--- config.mk ---
export PLATFORM = sky130hd
export DESIGN_NAME = dsp_operation_unit
export DESIGN_NICKNAME = d
export VERILOG_FILES = /design/src/rtl/dspu_pkg.sv /design/src/rtl/barrel_shift_unit.sv /design/src/rtl/dsp_operation_unit.sv /design/src/rtl/multiply_accumulator.sv
export VERILOG_INCLUDE_DIRS = /design/src /design/src/rtl
export SDC_FILE = /design/constraint.sdc
export NUM_CORES = 2
export LEC_CHECK = 0
export CELL_PAD_IN_SITES_DETAIL_PLACEMENT = 1
export CELL_PAD_IN_SITES_GLOBAL_PLACEMENT = 2
export CORE_UTILIZATION = 44
export CTS_BUF_LIST = sky130_fd_sc_hd__clkbuf_4
export DETAILED_ROUTE_END_ITERATION = 7
export DONT_BUFFER_PORTS = 1
export PLACE_DENSITY_LB_ADDON = 0.1
export SYNTH_ARGS = -nofsm -noshare
export SYNTH_HDL_FRONTEND = slang
export SYNTH_SLANG_ARGS = --single-unit
--- constraint.sdc ---
create_clock -name mclk -period 20.7 [get_ports mclk]
set_clock_uncertainty 0.05 [all_clocks]
set_input_delay 2.07 -clock mclk [delete_from_list [all_inputs] [get_ports mclk]]
set_output_delay 2.07 -clock mclk [all_outputs]
set_load 0.02 [all_outputs]
--- src/rtl/dspu_defs.svh ---
`ifndef DSPU_DEFS_SVH
`define DSPU_DEFS_SVH

// Register geometry
`define REG_W        40
`define REG_CNT      8
`define SEL_W        3
`define HALF_W       16
`define EXT_W        8
`define LOW_LSB      0
`define LOW_MSB      15
`define HIGH_LSB     16
`define HIGH_MSB     31
`define EXT_LSB      32
`define EXT_MSB      39

// Multiplier and product
`define PROD_W       32

// Shift amounts
`define SHAMT_W      6
`define PRESHIFT_ONE 1
`define PRESHIFT_HALF 16

// Pipeline depth
`define PIPE_STAGES  3

`endif

--- src/rtl/dspu_pkg.sv ---
`include "dspu_defs.svh"

package dspu_pkg;

	typedef enum logic [4:0]
	{
		OP_NOP, OP_LOAD, OP_STORE, OP_MOVE, OP_CLR,
		OP_ADD, OP_SUB, OP_AND, OP_OR, OP_XOR, OP_NOT, OP_NEG, OP_ABS,
		OP_INC, OP_DEC,
		OP_MAC_ADD, OP_MAC_SUB, OP_MUL,
		OP_SHL, OP_SHR_ARITH, OP_SHR_LOGIC
	} op_e;

	typedef enum logic [1:0]
	{
		PART_WHOLE, PART_LOW, PART_HIGH, PART_EXT
	} part_e;

	typedef enum logic [1:0]
	{
		PRESHIFT_NONE, PRESHIFT_BY_ONE, PRESHIFT_BY_HALF
	} preshift_e;

	typedef enum logic [1:0]
	{
		SHIFT_LEFT, SHIFT_RIGHT_ARITH, SHIFT_RIGHT_LOGIC
	} shift_mode_e;

	typedef struct packed
	{
		logic                   valid;
		op_e                    op;
		logic [`SEL_W-1:0]      dst;
		part_e                  dst_part;
		logic [`SEL_W-1:0]      src_a;
		part_e                  src_a_part;
		logic [`SEL_W-1:0]      src_b;
		part_e                  src_b_part;
		preshift_e              preshift;
		logic [`SHAMT_W-1:0]    shamt;
		logic [`HALF_W-1:0]     load_data;
	} instr_s;

	typedef struct packed
	{
		logic                   valid;
		logic [`SEL_W-1:0]      dst;
		part_e                  part;
		logic [`REG_W-1:0]      value;
	} wb_s;

	typedef struct packed
	{
		logic                   zero;
		logic                   negative;
		logic                   overflow;
	} flags_s;

endpackage

--- src/rtl/barrel_shift_unit.sv ---
`include "dspu_defs.svh"

module barrel_shift_unit
	import dspu_pkg::*;
#(
	parameter int WIDTH = `REG_W
)
(
	// Operand and control
	input  wire logic [WIDTH-1:0]      operand,
	input  wire logic [`SHAMT_W-1:0]   amount,
	input  wire dspu_pkg::shift_mode_e mode,
	// Result
	output logic      [WIDTH-1:0]      result
);

	always_comb
	begin
		unique case (mode)
			SHIFT_LEFT:        result = operand << amount;                 // RULE_08
			SHIFT_RIGHT_ARITH: result = $signed(operand) >>> amount;      // RULE_09
			SHIFT_RIGHT_LOGIC: result = operand >> amount;                // RULE_10
			default:           result = operand;
		endcase
	end

endmodule

--- src/rtl/dsp_operation_unit.sv ---
`include "dspu_defs.svh"

//////////////////////////////////////////////////////////////////////////////
// Behaviour
// RULE_01: Instructions flow through three pipeline stages and one retires every clock.
// RULE_02: Eight 40-bit general registers feed the units and take results and loads.
// RULE_03: Each register splits into low 15:0, high 31:16 and extension 39:32 parts.
// RULE_04: The parts serve alone or combined into a wider operand, as the operation picks.
// RULE_05: The multiply-accumulator multiplies two 16-bit values and adds or subtracts to 40 bits.
// RULE_06: The addend may be shifted arithmetically right by 1 or 16 before accumulation.
// RULE_07: The ALU takes one or two 40-bit operands and produces a 40-bit result.
// RULE_08: The barrel shifter moves a 40-bit operand left or right by any count in one step.
// RULE_09: An arithmetic right shift fills vacated upper bits with the sign bit.
// RULE_10: A logical right shift fills vacated upper bits with zeros from the top.
// RULE_11: Multiplier inputs are signed and the product is sign-extended to 40 bits.
//////////////////////////////////////////////////////////////////////////////

module dsp_operation_unit
	import dspu_pkg::*;
(
	// Clock and reset
	input  wire logic               mclk,
	input  wire logic               rst,
	// Instruction from the sequencer, load data included
	input  wire dspu_pkg::instr_s   instr,
	// Result retiring into the register file
	output dspu_pkg::wb_s           retire,
	// Store path to data memory
	output logic                    store_valid,
	output logic [`HALF_W-1:0]      store_data,
	// Condition flags of the last arithmetic result
	output dspu_pkg::flags_s        flags
);

	import dspu_pkg::*;

	//////////////////////////////////////////////////////////////////////////
	// State

	logic [`REG_W-1:0]   general_registers_ff [`REG_CNT];
	logic [`REG_W-1:0]   nxt_general_registers [`REG_CNT];
	instr_s              decode_ff;
	instr_s              nxt_decode;
	wb_s                 wb_ff;
	wb_s                 nxt_wb;
	logic                store_valid_ff;
	logic                nxt_store_valid;
	logic [`HALF_W-1:0]  store_data_ff;
	logic [`HALF_W-1:0]  nxt_store_data;
	flags_s              flags_ff;
	flags_s              nxt_flags;

	//////////////////////////////////////////////////////////////////////////
	// Part helpers

	// Value of one part, sign-extended to the full width
	function automatic logic [`REG_W-1:0] part_operand(
		input logic [`REG_W-1:0] value,
		input part_e             part
	);
		logic [`REG_W-1:0] res;
		res = value;
		unique case (part)
			PART_LOW:
				res = {{(`REG_W-`HALF_W){value[`LOW_MSB]}},
					value[`LOW_MSB:`LOW_LSB]};                                  // RULE_04
			PART_HIGH:
				res = {{(`REG_W-`HALF_W){value[`HIGH_MSB]}},
					value[`HIGH_MSB:`HIGH_LSB]};                                // RULE_04
			PART_EXT:
				res = {{(`REG_W-`EXT_W){value[`EXT_MSB]}},
					value[`EXT_MSB:`EXT_LSB]};                                  // RULE_04
			default:
				res = value;
		endcase
		return res;
	endfunction

	// Sixteen-bit view of a part; a whole register gives its high part
	function automatic logic [`HALF_W-1:0] part_half(
		input logic [`REG_W-1:0] value,
		input part_e             part
	);
		logic [`REG_W-1:0] ext;
		ext = part_operand(value, part);
		if (part == PART_WHOLE)
			return value[`HIGH_MSB:`HIGH_LSB];
		return ext[`HALF_W-1:0];
	endfunction

	// Write a result into one part, leaving the other parts untouched
	function automatic logic [`REG_W-1:0] merge_part(
		input logic [`REG_W-1:0] old,
		input part_e             part,
		input logic [`REG_W-1:0] value
	);
		logic [`REG_W-1:0] res;
		res = old;
		unique case (part)
			PART_LOW:  res[`LOW_MSB:`LOW_LSB] = value[`HALF_W-1:0];            // RULE_03
			PART_HIGH: res[`HIGH_MSB:`HIGH_LSB] = value[`HALF_W-1:0];          // RULE_03
			PART_EXT:  res[`EXT_MSB:`EXT_LSB] = value[`EXT_W-1:0];             // RULE_03
			default:   res = value;                                            // RULE_03
		endcase
		return res;
	endfunction

	//////////////////////////////////////////////////////////////////////////
	// Operand fetch with bypass from the write-back stage

	logic [`REG_W-1:0] wb_merged;
	logic [`REG_W-1:0] opnd_a_reg;
	logic [`REG_W-1:0] opnd_b_reg;
	logic [`REG_W-1:0] opnd_a;
	logic [`REG_W-1:0] opnd_b;

	always_comb
	begin
		wb_merged = merge_part(general_registers_ff[wb_ff.dst], wb_ff.part, wb_ff.value);
		// Bypass keeps back-to-back dependent instructions at one per cycle
		if (wb_ff.valid && wb_ff.dst == decode_ff.src_a)
			opnd_a_reg = wb_merged;                                              // RULE_01
		else
			opnd_a_reg = general_registers_ff[decode_ff.src_a];                  // RULE_02
		if (wb_ff.valid && wb_ff.dst == decode_ff.src_b)
			opnd_b_reg = wb_merged;                                              // RULE_01
		else
			opnd_b_reg = general_registers_ff[decode_ff.src_b];                  // RULE_02
		opnd_a = part_operand(opnd_a_reg, decode_ff.src_a_part);
		opnd_b = part_operand(opnd_b_reg, decode_ff.src_b_part);
	end

	//////////////////////////////////////////////////////////////////////////
	// Execution units

	logic [`REG_W-1:0] mac_result;
	logic [`REG_W-1:0] mac_addend;
	logic              mac_subtract;
	logic [`REG_W-1:0] shift_result;
	shift_mode_e       shift_mode;

	always_comb
	begin
		mac_addend = (decode_ff.op == OP_MUL) ? '0 : opnd_a;
		mac_subtract = (decode_ff.op == OP_MAC_SUB);
		unique case (decode_ff.op)
			OP_SHR_ARITH: shift_mode = SHIFT_RIGHT_ARITH;
			OP_SHR_LOGIC: shift_mode = SHIFT_RIGHT_LOGIC;
			default:      shift_mode = SHIFT_LEFT;
		endcase
	end

	// Multipliers are the sixteen-bit views of both sources
	multiply_accumulator u_mac
	(
		.mul_a    (part_half(opnd_a_reg, decode_ff.src_a_part)),
		.mul_b    (part_half(opnd_b_reg, decode_ff.src_b_part)),
		.addend   (mac_addend),
		.preshift (decode_ff.preshift),
		.subtract (mac_subtract),
		.result   (mac_result)
	);

	barrel_shift_unit #(.WIDTH(`REG_W)) u_barrel_shift_unit
	(
		.operand (opnd_a),
		.amount  (decode_ff.shamt),
		.mode    (shift_mode),
		.result  (shift_result)
	);

	//////////////////////////////////////////////////////////////////////////
	// Arithmetic/logic unit

	logic [`REG_W-1:0] alu_result;
	logic              alu_writes;
	logic              alu_overflow;
	logic              sets_flags;

	always_comb
	begin
		alu_result = '0;
		alu_writes = 1'b1;
		alu_overflow = 1'b0;
		sets_flags = 1'b1;
		unique case (decode_ff.op)
			OP_NOP:
			begin
				alu_writes = 1'b0;
				sets_flags = 1'b0;
			end
			OP_STORE:
			begin
				alu_writes = 1'b0;
				sets_flags = 1'b0;
			end
			OP_LOAD:
			begin
				alu_result = {{(`REG_W-`HALF_W){decode_ff.load_data[`HALF_W-1]}},
					decode_ff.load_data};                                       // RULE_02
				sets_flags = 1'b0;
			end
			OP_MOVE:  alu_result = opnd_a;                                      // RULE_07
			OP_CLR:   alu_result = '0;                                          // RULE_07
			OP_ADD:
			begin
				alu_result = opnd_a + opnd_b;                                   // RULE_07
				alu_overflow = (opnd_a[`REG_W-1] == opnd_b[`REG_W-1])
					&& (alu_result[`REG_W-1] != opnd_a[`REG_W-1]);
			end
			OP_SUB:
			begin
				alu_result = opnd_a - opnd_b;                                   // RULE_07
				alu_overflow = (opnd_a[`REG_W-1] != opnd_b[`REG_W-1])
					&& (alu_result[`REG_W-1] != opnd_a[`REG_W-1]);
			end
			OP_AND:   alu_result = opnd_a & opnd_b;                             // RULE_07
			OP_OR:    alu_result = opnd_a | opnd_b;                             // RULE_07
			OP_XOR:   alu_result = opnd_a ^ opnd_b;                             // RULE_07
			OP_NOT:   alu_result = ~opnd_a;                                     // RULE_07
			OP_NEG:
			begin
				alu_result = '0 - opnd_a;                                       // RULE_07
				alu_overflow = opnd_a[`REG_W-1] && alu_result[`REG_W-1];
			end
			OP_ABS:
			begin
				alu_result = opnd_a[`REG_W-1] ? ('0 - opnd_a) : opnd_a;         // RULE_07
				alu_overflow = alu_result[`REG_W-1];
			end
			OP_INC:   alu_result = opnd_a + `REG_W'h1;                          // RULE_07
			OP_DEC:   alu_result = opnd_a - `REG_W'h1;                          // RULE_07
			OP_MAC_ADD, OP_MAC_SUB, OP_MUL:
				alu_result = mac_result;                                        // RULE_05
			OP_SHL, OP_SHR_ARITH, OP_SHR_LOGIC:
				alu_result = shift_result;                                      // RULE_08
			default:
			begin
				alu_writes = 1'b0;
				sets_flags = 1'b0;
			end
		endcase
	end

	//////////////////////////////////////////////////////////////////////////
	// Pipeline: decode, execute, write back

	always_comb
	begin
		nxt_decode = instr;                                                     // RULE_01
		nxt_wb.valid = decode_ff.valid && alu_writes;                           // RULE_01
		nxt_wb.dst = decode_ff.dst;
		nxt_wb.part = decode_ff.dst_part;
		nxt_wb.value = alu_result;
		nxt_store_valid = decode_ff.valid && decode_ff.op == OP_STORE;          // RULE_02
		nxt_store_data = part_half(opnd_a_reg, decode_ff.src_a_part);           // RULE_04
		if (decode_ff.src_a_part == PART_WHOLE)
			nxt_store_data = opnd_a_reg[`LOW_MSB:`LOW_LSB];
		nxt_flags = flags_ff;
		if (decode_ff.valid && sets_flags)
		begin
			nxt_flags.zero = (alu_result == '0);
			nxt_flags.negative = alu_result[`REG_W-1];
			nxt_flags.overflow = alu_overflow;
		end
	end

	always_ff @(posedge mclk)
	begin
		if (rst)
		begin
			decode_ff <= '0;
			wb_ff <= '0;
			store_valid_ff <= 1'b0;
			store_data_ff <= '0;
			flags_ff <= '0;
		end
		else
		begin
			decode_ff <= nxt_decode;
			wb_ff <= nxt_wb;
			store_valid_ff <= nxt_store_valid;
			store_data_ff <= nxt_store_data;
			flags_ff <= nxt_flags;
		end
	end

	//////////////////////////////////////////////////////////////////////////
	// General register file

	always_comb
	begin
		for (int i = 0; i < `REG_CNT; i++)
			nxt_general_registers[i] = general_registers_ff[i];
		if (wb_ff.valid)
			nxt_general_registers[wb_ff.dst] = wb_merged;                       // RULE_02
	end

	always_ff @(posedge mclk)
	begin
		if (rst)
		begin
			for (int i = 0; i < `REG_CNT; i++)
				general_registers_ff[i] <= '0;
		end
		else
		begin
			for (int i = 0; i < `REG_CNT; i++)
				general_registers_ff[i] <= nxt_general_registers[i];
		end
	end

	//////////////////////////////////////////////////////////////////////////
	// Outputs

	assign retire = wb_ff;
	assign store_valid = store_valid_ff;
	assign store_data = store_data_ff;
	assign flags = flags_ff;

endmodule

--- src/rtl/multiply_accumulator.sv ---
`include "dspu_defs.svh"

module multiply_accumulator
	import dspu_pkg::*;
(
	// Operands
	input  wire logic [`HALF_W-1:0]  mul_a,
	input  wire logic [`HALF_W-1:0]  mul_b,
	input  wire logic [`REG_W-1:0]   addend,
	// Control
	input  wire dspu_pkg::preshift_e preshift,
	input  wire logic                subtract,
	// Result
	output logic      [`REG_W-1:0]   result
);

	logic signed [`PROD_W-1:0] product;
	logic        [`REG_W-1:0]  product_ext;
	logic        [`REG_W-1:0]  addend_pre_shifter;

	always_comb
	begin
		product = $signed(mul_a) * $signed(mul_b);                              // RULE_11
		product_ext = {{(`REG_W-`PROD_W){product[`PROD_W-1]}}, product};        // RULE_11
		unique case (preshift)
			PRESHIFT_BY_ONE:  addend_pre_shifter = $signed(addend) >>> `PRESHIFT_ONE;  // RULE_06
			PRESHIFT_BY_HALF: addend_pre_shifter = $signed(addend) >>> `PRESHIFT_HALF; // RULE_06
			default:          addend_pre_shifter = addend;
		endcase
		if (subtract)
			result = addend_pre_shifter - product_ext;                          // RULE_05
		else
			result = addend_pre_shifter + product_ext;                          // RULE_05
	end

endmodule

* Word-level counts from Yosys, hierarchy flattened
Memory sizes are Yosys's and may differ from the RTL's. A register that Yosys moved wholly into a read port is not among the register bits. Cells that the tools add are included.
Cells by class: magnitude comparators 2, reductions and logical operators 20, shifts and indexed selects 3, bitwise logic cells 13, $mul 1, eq/ne operators 39, add/sub/neg operators 7, mux-type cells 43
Operator list (number):
- 40-bit two-way mux | 14
- 40-bit one-hot mux with 14 select lines | 1
- 40-bit one-hot mux with 3 select lines | 3
- 320-bit bitwise mux | 1
- 320-bit two-way mux | 1
- 40-bit demux with 3-bit select | 1
- 16-bit two-way mux | 7
- 40-bit adder | 2
- 40-bit subtractor | 2
- 39-bit one-hot mux with 2 select lines | 1
- 40-bit by 1-bit adder with 40-bit output, second input constant | 1
- 40-bit bitwise AND | 1
- 5-bit by 4-bit equality test with 1-bit output, second input constant | 8
- 40-bit zero test | 1
- 40-bit inverter | 1
- 40-bit OR | 1
- 40-bit by 6-bit << shifter with 40-bit output | 1
- 40-bit by 6-bit right shift with 40-bit output | 1
- 40-bit by 6-bit >>> shifter with 40-bit output | 1
- 1-bit by 40-bit subtractor with 40-bit output, first input constant | 1
- 40-bit by 1-bit subtractor with 40-bit output, second input constant | 1
- 40-bit XOR | 1
- 16-bit by 16-bit multiplier with 32-bit output | 1
- 16-bit one-hot mux with 2 select lines | 1
- 24 further kinds | 74
Storage, ports and cells: word-level logic and storage cells 149, input port bits 47, register bits 111, RAM bits 320, output and inout port bits 66, memories kept 1
Memories:
- general_registers_ff | words 8, bits a word 40, rd ports 11, clocked after memory_dff 3, write ports 8, RTL line dsp_operation_unit.sv:40 | logic [`REG_W-1:0] general_registers_ff [`REG_CNT];

* Depth between registers and ports, before layout
depth after elaboration 11, mapped depth 61, gate-level depth less buffers 55

* By module
From an unflattened synthesis, not the netlist that was laid out.
Second synthesis, totals: cell total of the unflattened synthesis 7102, area total of the unflattened synthesis 55658.4 sq um
By module, submodules not included:
- dsp_operation_unit | seq. area each 8628.3 sq um, area each 35977.0 sq um, times used 1, cells an instance 4631
- multiply_accumulator | seq. area each 0.0 sq um, area each 13471.7 sq um, times used 1, cells an instance 1645
- barrel_shift_unit | seq. area each 0.0 sq um, area each 6209.7 sq um, times used 1, cells an instance 826

* Worst setup path after synthesis
No wires, ideal clock.
path type register to register, start point register wb_ff, in the netlist retire[40], end point register flags_ff, in the netlist flags[2], setup time 0.060 ns, stages on the path, launching flop included 51, buffers on the path 11, period minus slack after synthesis 12.944 ns, required time 20.590 ns, arrival time 12.835 ns, path slack 7.756 ns, path through dfxtp_1 -> inv_1 -> ha_1 -> clkbuf_1 -> buf_2 -> buf_2 -> buf_2 -> mux2i_1 -> nand2_1 -> and3_1 -> nor3_4 -> buf_2 -> buf_1 -> buf_2 -> buf_2 -> buf_1 -> a21oi_1 -> clkbuf_1 -> (+15 left out) -> a21oi_1 -> o311a_1 -> nor3_1 -> xor2_1 -> or4b_2 -> o311ai_0 -> o21a_1 -> ha_1 -> o21ai_0 -> nand2b_1 -> o31a_1 -> a21oi_1 -> xor2_1 -> o221ai_1 -> or4_1 -> or3_1 -> nor3_1 -> a41o_1
Between the ends: word-level cells in the longest chain between the ends 11, elaborated cells between the ends (all ways) 39, those cells by class add/sub (7); mul (1); eq/ne (3); shift (3); mux (17); bitwise (4); reduce/logical (4)
RTL lines:
- start, declared | RTL line dsp_operation_unit.sv:44 | wb_s wb_ff;
- start signal, assigned | RTL line dsp_operation_unit.sv:281 | wb_ff <= nxt_wb;
- 2-bit equality test / 2-bit by 1-bit equality test with 1-bit output (equally long branches) | RTL line dsp_operation_unit.sv:99 | unique case (part)
- 2-bit OR reduction (no line)
- 8-bit one-hot mux with 2 select lines (tied with other cells) | RTL line dsp_operation_unit.sv:99
- 40-bit two-way mux (on tied branches) | RTL line dsp_operation_unit.sv:121, dsp_operation_unit.sv:125
- 40-bit one-hot mux with 3 select lines / 16-bit two-way mux (equally long branches) | RTL line dsp_operation_unit.sv:63, dsp_operation_unit.sv:86
- 16-bit two-way mux / 40-bit two-way mux (equally long branches) | RTL line dsp_operation_unit.sv:88, dsp_operation_unit.sv:144
- 16-bit by 16-bit multiplier with 32-bit output / 39-bit one-hot mux with 2 select lines (equally long branches) | RTL line multiply_accumulator.sv:23, multiply_accumulator.sv:25
- 40-bit adder / 40-bit subtractor (equally long branches) | RTL line multiply_accumulator.sv:33, multiply_accumulator.sv:31
- 40-bit two-way mux | RTL line multiply_accumulator.sv:30 | if (subtract)
- 40-bit one-hot mux with 14 select lines (*) | RTL line dsp_operation_unit.sv:186 | unique case (decode_ff.op)
- 40-bit zero test (*) | RTL line dsp_operation_unit.sv:262 | nxt_flags.zero = (alu_result == '0);
- end signal, assigned | RTL line dsp_operation_unit.sv:284 | flags_ff <= nxt_flags;
- end, declared | RTL line dsp_operation_unit.sv:50 | flags_s flags_ff;
Every way passes the cells marked *; elsewhere a longest branch is shown, timed or not. The select of a mux whose other input is x is not followed. A chain may end at the register's enable or synchronous reset.

* Final worst setup path
start point register wb_ff, in the netlist retire[43], end point register flags_ff, in the netlist flags[2]
Between the ends: word-level cells in the longest chain between the ends 10, elaborated cells between the ends (all ways) 34, those cells by class add/sub (7); mul (1); eq/ne (2); shift (3); mux (14); bitwise (4); reduce/logical (3)
RTL lines (RTL line):
- 3-bit equality test (on tied branches) | dsp_operation_unit.sv:121, dsp_operation_unit.sv:125
- 1-bit logical AND (on tied branches) | dsp_operation_unit.sv:121, dsp_operation_unit.sv:125
- 40-bit two-way mux (on tied branches) | dsp_operation_unit.sv:121, dsp_operation_unit.sv:125
- 40-bit one-hot mux with 3 select lines / 16-bit two-way mux (equally long branches) | dsp_operation_unit.sv:63, dsp_operation_unit.sv:86
- 16-bit two-way mux / 40-bit two-way mux (equally long branches) | dsp_operation_unit.sv:88, dsp_operation_unit.sv:144
- 16-bit by 16-bit multiplier with 32-bit output / 39-bit one-hot mux with 2 select lines (equally long branches) | multiply_accumulator.sv:23, multiply_accumulator.sv:25
- 40-bit adder / 40-bit subtractor (equally long branches) | multiply_accumulator.sv:33, multiply_accumulator.sv:31
- 40-bit two-way mux | multiply_accumulator.sv:30
- 40-bit one-hot mux with 14 select lines (*) | dsp_operation_unit.sv:186
- 40-bit zero test (*) | dsp_operation_unit.sv:262
Marked as above.

==> results_dict.tcl <==
set metrics [dict create \
    outcome "finished with violations" \
    violations "DRC, capacitance limit, slew limit" \
    die_height_um 360.4 \
    dr.first_iter.drc_count 10410 \
    power.density_nw_per_um2 64.64 \
    syn_inst 7417 \
    swShare 0.5151 \
    synth_edf_count 0 \
    cts_root_buffer "clkbuf_4" \
    avgSynthCellArea_um2 7.619 \
    dpl.hpwl_mm 258.7 \
    fp.dieArea_um2 129900 \
    final_nets 7826 \
    layout_commonest_cell "nand2_1" \
    cts_buffers 133 \
    grt_max_degree 431 \
    seq_area_frac_synth 0.1527 \
    cpPeakStageDelay_ns 0.76 \
    reg2reg_slack_ns 4.35 \
    critPathKind "register to register" \
    fin_crit_sh 0.7898 \
    ios 113 \
    overflow 0 \
    ant_nets 0 \
    required_ns 21.80 \
    fin_setup_tns_ns 0 \
    crit_path_end_kind "register" \
    dp_slack_ns 4.923 \
    drc_errors 4 \
    stdcell_count 8996 \
    grt_pass1_wl_mm 483.2 \
    gr-usage-all-layers 0.5158 \
    p_int_uw 1883 \
    wl_mm 345.6 \
    fin_crit_ns 16.35 \
    num_vias 66080 \
    leakage_uw 0.02361 \
    ys_types 116 \
    reg2reg_from "retire[43]" \
    ir_drop_mv 0.06029 \
    cp-start-kind "register" \
    fmax_mhz 61.17 \
    gp_congestion 1.100 \
    viasPerCell 7.346 \
    grt_pass1_vias 64160 \
    nFillCells 15720 \
    drive_gt1_frac 0.1210 \
    slew_headroom -0.4630 \
    ys_ff_latch 431 \
    drv_cap 4 \
    ys.flop_type "dfxtp_1" \
    r2r_cells 51 \
    setup_slack_ns 4.351 \
    clock-sinks 431 \
    antenna_found_initial 40 \
    final-max-slew-violation-count 246 \
    combPwrFrac 0.518 \
    areaGrowthSynthToFinish_pct 6.281 \
    startpoint "retire[43]" \
    crit_end "flags[2]" \
    num_rows 131 \
    reg2reg_to "flags[2]" \
    rsz0062_at_grt "false" \
    postSynth.asyncResetShare 0 \
    place_inst 8749 \
    portBuffers 0 \
    power.switching_uw 2000 \
    crit_arrival_ns 17.45 \
    ys_warn_count 0 \
    wl_per_cell_um 38.42 \
    cts_buffer_depth 3 \
    tightest_slew_ns 2.194 \
    synth_fp_nets 8021 \
    cts.htree.levels 4 \
    synth_area_um2 56510 \
    seq_power_share 0.246 \
    post-cts-setup-buffers 0 \
    cp_max_fo 46 \
    finalSetupViolCount 0 \
    hold_path_class "register to register" \
    cts_hold_buf 0 \
    slowest_stage "o21ai_1" \
    start_util 0.4432 \
    die_w_um 360.4 \
    clkPwrFrac 0.236 \
    finalPower_uw 3883 \
    path_clk_slew_ns 0.09 \
    worstSkewPairLatency_ns 1.22 \
    core_area_um2 127500 \
    dr.pass1.iters 8 \
    final_cell_mix "nand2_1 (911), a21oi_1 (758), nor2_1 (737)" \
    final-hold-violation-count 0 \
    cts_tree "yes" \
    cts_resized 0 \
    cpMostUsedCell "nand2_1" \
]
## critical path, delay by kind of cell (launching register included)
family	cells	cell delay [ns]
AO/OA/AOI/OAI	15	4.46
adder cells (fa/ha/maj)	8	3.90
XOR/XNOR	3	1.28
flip-flops	1	0.68
buffers and inverters	6	1.42
AND/OR/NAND/NOR	19	4.44
## metrics by stage
stage                     hold slack [ns]  cell area, um2  utilization
final                              0.3945           60060       0.4710
after global routing               0.4102           60040       0.4708
after CTS                          0.3947           60010       0.4706
after detailed placement           0.3808           58320       0.4573
after global placement             0.3711           58320       0.4573
after floorplan                    0.3638           56510            -
## final cells by class
class / instances / area [um2] / area share
Antenna cell: 20 / 50.05 / 0.0008333
Inverter: 484 / 1823 / 0.03035
Clock buffer: 182 / 1366 / 0.02275
Timing Repair Buffer: 247 / 1867 / 0.03108
Sequential cell: 431 / 8671 / 0.1444
Multi-Input combinational cell: 5925 / 43890 / 0.7307
Tap cell: 1662 / 2079 / 0.03462
Clock inverter: 45 / 319.1 / 0.005312
## cells in the mapped netlist, types with 38 or more instances
master       n  area (um2)
nand2_1    915        3435
a21oi_1    761        3809
nor2_1     754        2830
inv_1      470        1764
dfxtp_1    431        8628
clkbuf_1   424        1592
o21ai_0    314        1572
ha_1       291        3641
fa_1       266        5325
mux2i_1    191        1912
mux4_2     170        3829
a211oi_1   162        1216
nand3_1    138       690.7
nor2b_1    116       725.7
nor3_1     115       575.6
a21o_1     111       833.3
xnor2_1     98       858.3
o22ai_1     78       488.0
a221oi_1    77       674.4
o211ai_1    77       578.1
a22oi_1     73       548.0
a31oi_1     71       444.2
nand2b_1    67       419.2
buf_1       60       225.2
mux2_2      60       675.7
o221ai_1    53       464.2
o31ai_1     53       397.9
xor2_1      53       464.2
nand4_1     48       300.3
and2_1      47       294.0
buf_2       46       230.2
nor4_1      43       269.0
o21a_1      42       315.3
o2111ai_1   38       332.8
## cell families (layout without fill, tap and decap cells)
family	count (synthesis)	in the layout	synth area share
xor gates and xnor gates	151	151	0.02340
and+or+nand+nor	2443	2443	0.1964
AOI/OAI and AO/OA	2347	2347	0.2771
DFF	431	431	0.1527
adders and majority gates	557	557	0.1587
muxes	427	427	0.1148
other	0	20	0
buffers and inverters	1061	958	0.07694
## sequential cells by signal (all words and copies together) (netlist names)
name and count:
general_registers_ff 320, store_valid 1, retire 46, flags 3
decode_ff 45, store_data 16
## worst min-delay path by stage
stage	from	to	slack [ns]	depth (start not counted)
2_1_floorplan	decode_ff[34]	retire[40]	0.36	1
3_3_place_gp	decode_ff[38]	retire[44]	0.37	1
3_5_place_dp	decode_ff[38]	retire[44]	0.38	1
4_1_cts	decode_ff[38]	retire[44]	0.39	1
5_1_grt	decode_ff[35]	retire[41]	0.41	1
6_report	decode_ff[38]	retire[44]	0.39	1
## power by group through the flow
| stage | Clock [uW] | Sequential (uW) | Combinational (uW) |
|---|---|---|---|
| floorplan | 0 | 902 | 1140 |
| global placement | 0 | 962 | 1870 |
| detailed placement | 0 | 962 | 1880 |
| CTS | 925 | 944 | 1890 |
| global route | 962 | 947 | 2060 |
| finish | 917 | 956 | 2010 |
## layer usage
metal,up-vias,GRT usage,share of wire
met3,1420,0.2224,0.15
met4,40,0.3362,0.082
met1,32850,0.6393,0.37
met2,5201,0.7235,0.40
li1,26580,-,-
met5,-,0.0007399,0.00082
Power figures use the tool's default switching activity.
